File: src/logic/bank_arb_consts.svh
// Constants for the second-level RAM bank arbiter
// Contract
// [RULE1] Same bank clash: core wins, engine waits
// [RULE2] Four banks, 64-bit units interleaved
// [RULE3] Different banks: both granted same cycle
// [RULE4] Up to two core stores per cycle
// [RULE5] Any store cycle occupies its bank
// [RULE6] Store elsewhere frees waiting bank
// [RULE7] Split parallel stores never lock engine
// [RULE8] RAM-reaching load opens engine gap
// [RULE9] Load gap holds even beside stores
// [RULE10] Word stride of eight hits same bank
// [RULE11] Control bit prevents store starvation; here fair_en instead gives the waiting engine a turn over the stores
// [RULE12] Losing engine request stays pending, retried
`ifndef BANK_ARB_CONSTS_SVH
`define BANK_ARB_CONSTS_SVH
// ==========================================
// Address decode
`define BANK_COUNT     4
`define BANK_SEL_LSB   3
`define BANK_SEL_WIDTH 2
// ==========================================
// Fairness
`define FAIR_LIMIT     4'h4
`define WAIT_MAX       4'hF
`define WAIT_RESET     4'h0
`endif

File: src/logic/bank_arb_pkg.sv
// Types for the second-level RAM bank arbiter
package bank_arb_pkg;
  // One RAM request: valid plus byte address
  typedef struct packed {
    logic        valid;
    logic [31:0] addr;
  } ram_req_t;
  // Engine wait guard states
  typedef enum logic [1:0] {
    ARB_IDLE,
    ARB_WAIT,
    ARB_TURN
  } arb_state_t;
endpackage

File: src/logic/l2_bank_conflict_arbiter.sv
// Bank arbiter between core data side and transfer engine
`timescale 1ns/1ps
`include "bank_arb_consts.svh"

// ==========================================
// Bank decode of one core requester
module bank_hit #(
  parameter int SEL_LSB   = `BANK_SEL_LSB,
  parameter int SEL_WIDTH = `BANK_SEL_WIDTH
) (
  // Requester and engine bank
  input  wire bank_arb_pkg::ram_req_t req,
  input  wire logic [SEL_WIDTH-1:0]   dma_bank,
  // Decode results
  output logic [SEL_WIDTH-1:0]        bank,
  output logic                        hit,
  output logic                        miss
);
  // Bank from the 64-bit unit number
  assign bank = req.addr[SEL_LSB +: SEL_WIDTH]; // RULE2
  // Same bank as the engine, or a live request elsewhere
  assign hit  = req.valid && (bank == dma_bank); // RULE5
  assign miss = req.valid && (bank != dma_bank); // RULE6
endmodule

// ==========================================
// Arbiter top
module l2_bank_conflict_arbiter #(
  parameter logic [3:0] FAIR_LIMIT = `FAIR_LIMIT,
  parameter int         BANK_COUNT = `BANK_COUNT,
  parameter int         SEL_LSB    = `BANK_SEL_LSB,
  parameter int         SEL_WIDTH  = `BANK_SEL_WIDTH
) (
  // Clock and reset
  input  wire logic                   core_clk,
  input  wire logic                   rst_n,
  // Core stores, up to two per cycle
  input  wire bank_arb_pkg::ram_req_t store_a,
  input  wire bank_arb_pkg::ram_req_t store_b,
  // Core load that missed the first_level_data_cache
  input  wire bank_arb_pkg::ram_req_t load_req,
  // Transfer engine request
  input  wire bank_arb_pkg::ram_req_t dma_req,
  // Starvation guard enable
  input  wire logic                   fair_en,
  // Grants
  output logic                        store_a_gnt,
  output logic                        store_b_gnt,
  output logic                        load_gnt,
  output logic                        dma_gnt,
  output logic                        dma_pending
);

  // ==========================================
  // Local signals
  // Bank numbers
  logic [SEL_WIDTH-1:0]     bank_sa;
  logic [SEL_WIDTH-1:0]     bank_sb;
  logic [SEL_WIDTH-1:0]     bank_ld;
  logic [SEL_WIDTH-1:0]     bank_dm;

  // Hits on the engine's bank and live requests elsewhere
  logic                     hit_a;
  logic                     hit_b;
  logic                     hit_ld;
  logic                     miss_a;
  logic                     miss_b;

  // Per-bank occupancy
  wire [BANK_COUNT-1:0]     core_busy;
  wire [BANK_COUNT-1:0]     dma_want;
  wire [BANK_COUNT-1:0]     bank_clash;

  // Arbitration terms
  logic                     clash;
  logic                     other_st;
  logic                     gap;
  logic                     starve;
  logic                     dma_win;

  // Starvation guard
  logic [3:0]               wait_q;
  logic [3:0]               wait_d;
  logic [3:0]               wait_inc;
  logic                     limit_hit;
  bank_arb_pkg::arb_state_t state_q;
  bank_arb_pkg::arb_state_t state_d;

  // ==========================================
  // Engine bank
  // Engine bank straight from its own address
  assign bank_dm = dma_req.addr[SEL_LSB +: SEL_WIDTH]; // RULE10

  // ==========================================
  // Core requester decode
  // Store port A
  bank_hit #(
    .SEL_LSB   (SEL_LSB),
    .SEL_WIDTH (SEL_WIDTH)
  ) u_hit_sa (
    .req      (store_a),
    .dma_bank (bank_dm),
    .bank     (bank_sa),
    .hit      (hit_a),
    .miss     (miss_a)
  );

  // Store port B, a second store in the same cycle
  bank_hit #(
    .SEL_LSB   (SEL_LSB),
    .SEL_WIDTH (SEL_WIDTH)
  ) u_hit_sb (
    .req      (store_b),
    .dma_bank (bank_dm),
    .bank     (bank_sb),
    .hit      (hit_b),
    .miss     (miss_b)
  );

  // Load port, any bank opens a gap so its miss is not needed
  bank_hit #(
    .SEL_LSB   (SEL_LSB),
    .SEL_WIDTH (SEL_WIDTH)
  ) u_hit_ld (
    .req      (load_req),
    .dma_bank (bank_dm),
    .bank     (bank_ld),
    .hit      (hit_ld),
    .miss     ()
  );

  // ==========================================
  // Bank occupancy
  // Core use and engine wish per bank, clash where both meet
  for (genvar b = 0; b < BANK_COUNT; b++) begin : g_bank
    assign core_busy[b]  = (store_a.valid && (bank_sa == SEL_WIDTH'(b)))
                        || (store_b.valid && (bank_sb == SEL_WIDTH'(b)))
                        || (load_req.valid && (bank_ld == SEL_WIDTH'(b))); // RULE5
    assign dma_want[b]   = dma_req.valid && (bank_dm == SEL_WIDTH'(b));
    assign bank_clash[b] = core_busy[b] && dma_want[b];
  end
  // Any bank claimed by both sides
  assign clash = |bank_clash;

  // ==========================================
  // Gap and guard
  // A store elsewhere or any RAM-reaching load frees the waiting bank
  assign other_st = miss_a || miss_b; // RULE6 RULE7
  assign gap      = load_req.valid || other_st; // RULE8 RULE9
  // Guard turn once the engine has waited its limit
  assign starve   = fair_en && (state_q == bank_arb_pkg::ARB_TURN); // RULE11
  // Engine wins on a clean bank, a gap, or a guard turn
  assign dma_win  = dma_req.valid && (!clash || gap || starve); // RULE1 RULE3

  // ==========================================
  // Grants
  // Core keeps priority unless the engine takes its bank
  assign dma_gnt     = dma_win;
  assign store_a_gnt = store_a.valid && !(dma_win && hit_a); // RULE1
  assign store_b_gnt = store_b.valid && !(dma_win && hit_b); // RULE4
  assign load_gnt    = load_req.valid && !(dma_win && hit_ld);
  assign dma_pending = dma_req.valid && !dma_win; // RULE12

  // ==========================================
  // Starvation guard
  // Saturating count of cycles the engine has lost
  assign wait_inc  = 4'(wait_q + 4'h1);
  assign wait_d    = !dma_pending          ? `WAIT_RESET
                   : (wait_q == `WAIT_MAX) ? wait_q
                   : wait_inc;
  // Count reached the guard limit
  assign limit_hit = (wait_d >= FAIR_LIMIT);

  // Guard state follows the wait count
  always_comb begin
    state_d = bank_arb_pkg::ARB_IDLE;
    case (state_q)
      bank_arb_pkg::ARB_IDLE: begin
        if (!dma_pending) begin
          state_d = bank_arb_pkg::ARB_IDLE;
        end else if (limit_hit) begin
          state_d = bank_arb_pkg::ARB_TURN;
        end else begin
          state_d = bank_arb_pkg::ARB_WAIT;
        end
      end
      bank_arb_pkg::ARB_WAIT: begin
        if (!dma_pending) begin
          state_d = bank_arb_pkg::ARB_IDLE;
        end else if (limit_hit) begin
          state_d = bank_arb_pkg::ARB_TURN;
        end else begin
          state_d = bank_arb_pkg::ARB_WAIT;
        end
      end
      bank_arb_pkg::ARB_TURN: begin
        if (!dma_pending) begin
          state_d = bank_arb_pkg::ARB_IDLE;
        end else begin
          state_d = bank_arb_pkg::ARB_TURN;
        end
      end
      default: begin
        state_d = bank_arb_pkg::ARB_IDLE;
      end
    endcase
  end

  // Wait count and guard state, cleared by reset
  always_ff @(posedge core_clk or negedge rst_n) begin
    if (!rst_n) begin
      wait_q  <= `WAIT_RESET;
      state_q <= bank_arb_pkg::ARB_IDLE;
    end else begin
      wait_q  <= wait_d; // RULE12
      state_q <= state_d;
    end
  end
endmodule

File: config.mk
export PLATFORM = sky130hd
export DESIGN_NAME = l2_bank_conflict_arbiter
export DESIGN_NICKNAME = d
export VERILOG_FILES = /design/src/logic/bank_arb_pkg.sv /design/src/logic/l2_bank_conflict_arbiter.sv
export VERILOG_INCLUDE_DIRS = /design/src /design/src/logic
export SDC_FILE = /design/constraint.sdc
export NUM_CORES = 1
export LEC_CHECK = 0
export BUFFER_PORTS_ARGS = -buffer_cell sky130_fd_sc_hd__buf_2
export CORE_AREA = 2 2 54 56
export CTS_CLUSTER_SIZE = 30
export DETAILED_ROUTE_END_ITERATION = 16
export DIE_AREA = 0 0 56 58
export PLACE_DENSITY = 0.8
export SLEW_MARGIN = 10
export SYNTH_ARGS = -nofsm -noshare
export SYNTH_HDL_FRONTEND = slang
export SYNTH_SLANG_ARGS = --single-unit
File: constraint.sdc
create_clock -name core_clk -period 3.8 [get_ports core_clk]
set_clock_uncertainty 0.1 [all_clocks]
set_input_delay 0.19 -clock core_clk [delete_from_list [all_inputs] [get_ports core_clk]]
set_output_delay 0.19 -clock core_clk [all_outputs]
set_load 0.005 [all_outputs]
==> parameters.txt <==
Parameter                              Value

Run status
  Run status ... finished clean

Place
  Number of placed instances with taps included ... 100
  Half-perimeter wire length after placement ... 884 um
  Placed inst area ... 579 sq um
  Pre-CTS setup slack ... 2.01 ns
  Last weighted congestion value of the routability-driven placer ... between 0.7 and 0.8
  Number of buffer cells added on primary ports ... 19

Worst setup path
  Crit Reg-Reg Startpoint ... state_q[1]
  Worst r2r dst ... wait_q[2]
  Worst setup slack for register-to-register paths ... around 2.2 ns
  Required time at the worst-slack endpoint ... 3.51 ns
  Crit path capture type ... output port
  Largest driver fanout on the critical path ... 8
  Crit path arrival time ... 1.75 ns
  R2R depth ... 3
  Type of the worst setup path ... register to output port
  Category of the worst setup path launch point ... register

Global route
  Total global routing track utilization ... 0.0752
  Pin count of the biggest net entering global routing ... 9
  Number of antenna violations at the first check in global routing ... 0
  Wire length of the first global-routing pass ... between 1500 and 2000 um
  Overflow left after global routing ... 0
  Via count of the first global-routing pass ... 447

Die
  Top-level I/O count ... 140
  Effective utilization at floorplan ... 0.169
  Number of cell rows ... 19
  Floorplan Core Area ... around 0.0027 sq mm
  Horizontal die dimension ... 56 um
  Die Ht ... 58 um
  DIE AREA ... 0.00325 sq mm

Yosys
  Share of the synthesized area in the top cell type ... 0.333
  Number of warning messages in the yosys log ... 0
  Post-synthesis instance area ... between 400 and 500 sq um
  Sequential element share of the synthesized area ... 0.333
  Post-synth top area cell ... sky130_fd_sc_hd__dfrtp_1
  Post-Synthesis Net Count ... 187
  Unique cell type count in the Yosys netlist ... 23
  Mean Syn Cell Area ... between 8 and 9 sq um
  Synth top area cells ... sky130_fd_sc_hd__dfrtp_1 33%, sky130_fd_sc_hd__xnor2_1 9.7%, sky130_fd_sc_hd__nand3_1 4.4%
  Instance count of the mapped netlist ... slightly above 50
  FF+latch count, synth ... 6

Drt
  TritonRoute pass-1 iters ... 4
  WL/cell ... 10.8 um
  Final antenna-violating net count ... 0
  DRC ... 0
  Via/cell ratio ... 4.30
  Total wire length ... between 1000 and 1500 um
  Total vias in the final route ... 447
  Initial DRC Count ... 10

Clock network
  CTS H-tree lvls ... 1
  Post-CTS Setup Inserts ... 0
  Clock buffer depth ... 2
  Worst skew pair latency ... 0.25 ns
  Sinks on the clock net ... 6
  TritonCTS clock tree ... built
  Clock buffers created by TritonCTS ... 3
  CTS root buf ... sky130_fd_sc_hd__clkbuf_4
  Clock slew at reported path FFs ... approximately 0.040 ns
  Quantity of gates resized following cts ... 0
  Post-CTS Hold Buffers ... 1

Pwr
  Power Total ... between 150 and 200 uW
  Power density relative to cell area ... 262 mW/mm^2
  Leakage component of the power ... 0.287 nW
  Worst-case vdd ir drop ... about 110 uV

Layout
  Syn-to-layout area delta ... 35.8%
  Final instance area ... 612 sq um
  Final Instance Count excl. Fillers ... 104
  Final design utilization ... 0.230
  Share of cells above drive strength 1 ... 0.356
  Fin nets ... 211
  Number of fill cells ... approximately 300
  Diodes inserted ... 0

STA
  Final Worst Setup Slack ... 1.76 ns
  Ratio of final minimum period to clock period ... 0.538
  Final period demand of the worst path ... 2.04 ns
  WHS ... 0.196 ns
  Pin slew with the least headroom to its limit ... 0.323 ns
  Final Hold Fails ... 0
  TNS Setup ... 0 ns
  Maximum operating frequency ... 490 MHz
  Headroom to the max-slew limit ... 0.783
  Number of pins exceeding their max-slew limit in the final report ... 0
  Number of setup violations in the final report ... 0
  Unrepaired setup endpoints after global routing ... false

Worst hold path
  Worst Hold Class ... input pin to asynchronous set/reset pin

Flow run
  Number of max-capacitance violations reported ... 0
[state kept, by name, indices dropped and copies added (netlist names)]
| register | cells |
|---|---|
| wait_q | 4 |
| state_q | 2 |
[cell families (layout without fill, tap and decap cells)]
family	Yosys count	after routing	share of synthesized area
adders and majority gates	1	1	0.0278
xor gates and xnor gates	7	7	0.136
buffers and inverters	6	28	0.0528
AOI/OAI and AO/OA	12	12	0.225
muxes	1	1	0.0222
DFF	6	6	0.333
and+or+nand+nor	18	18	0.203
[layout by cell type (no fill, tap or decap), types with 2 or more instances in the layout]
cell                        n
sky130_fd_sc_hd__clkbuf_4   3
sky130_fd_sc_hd__a211oi_1   2
sky130_fd_sc_hd__o31a_1     2
sky130_fd_sc_hd__a21oi_1    2
sky130_fd_sc_hd__nand2_1    3
sky130_fd_sc_hd__dfrtp_1    6
sky130_fd_sc_hd__xnor2_1    5
sky130_fd_sc_hd__buf_2     19
sky130_fd_sc_hd__xor2_1     2
sky130_fd_sc_hd__nor2_1     4
sky130_fd_sc_hd__nand3_1    4
sky130_fd_sc_hd__nand2b_1   2
sky130_fd_sc_hd__nor3_1     2
sky130_fd_sc_hd__a311oi_1   2
sky130_fd_sc_hd__inv_1      5
[worst max-delay path: stages, from the launching register on]
cell and delay, ns:
sky130_fd_sc_hd__dfrtp_1 0.40, sky130_fd_sc_hd__a311o_1 0.37, sky130_fd_sc_hd__a221o_2 0.41, sky130_fd_sc_hd__and2_2 0.22, sky130_fd_sc_hd__buf_2 0.12
[cells in the mapped netlist, drive strengths merged]
library cell  instances
ha                    1
a221o                 1
xnor2                 5
a21oi                 2
o31a                  2
nor3                  2
a311oi                2
clkbuf                1
mux2i                 1
xor2                  2
o21a                  1
nand3                 4
nor2                  4
nand2b                2
inv                   5
a311o                 1
and2                  2
a211oi                3
and2b                 1
dfrtp                 6
nand2                 3
[final cells by class]
type                    count  area, sq um  share of cell area
clock buffers               3         22.5              0.0368
inverters                   5         18.8              0.0307
multi-input cells          39          277               0.452
flip-flops and latches      6          150               0.245
well taps                  31         38.8              0.0634
repair buffers             20          105               0.172
[where the power goes]
group	internal [mW]	switching [mW]	leakage [nW]	total, mW
Sequential	0.0649	0.000723	0.0834	0.0656
Combinational	0.0179	0.0175	0.189	0.0354
Clock	0.0357	0.0233	0.0138	0.0590
Total	0.118	0.0416	0.287	0.160
[per-layer routing]
layer | track usage | vias up | share of wire
met3 | 0.0290 | 2 | 0.080
met1 | 0.0797 | 200 | 0.41
li1 | - | 227 | -
met5 | 0 | - | 0
met2 | 0.119 | 18 | 0.48
met4 | 0.0612 | 0 | 0.024
[worst max-delay path by stage]
stage               slack [ns]       to  cells after the start       start
floorplan                 2.23  dma_gnt                      3  state_q[1]
global placement          2.03  dma_gnt                      6  dma_req[3]
detailed placement        2.01  dma_gnt                      6  dma_req[3]
CTS                       1.76  dma_gnt                      4  state_q[1]
global route              1.70  dma_gnt                      4  state_q[1]
finish                    1.76  dma_gnt                      4  state_q[1]
Note: power is estimated with default switching activity, not from simulation.
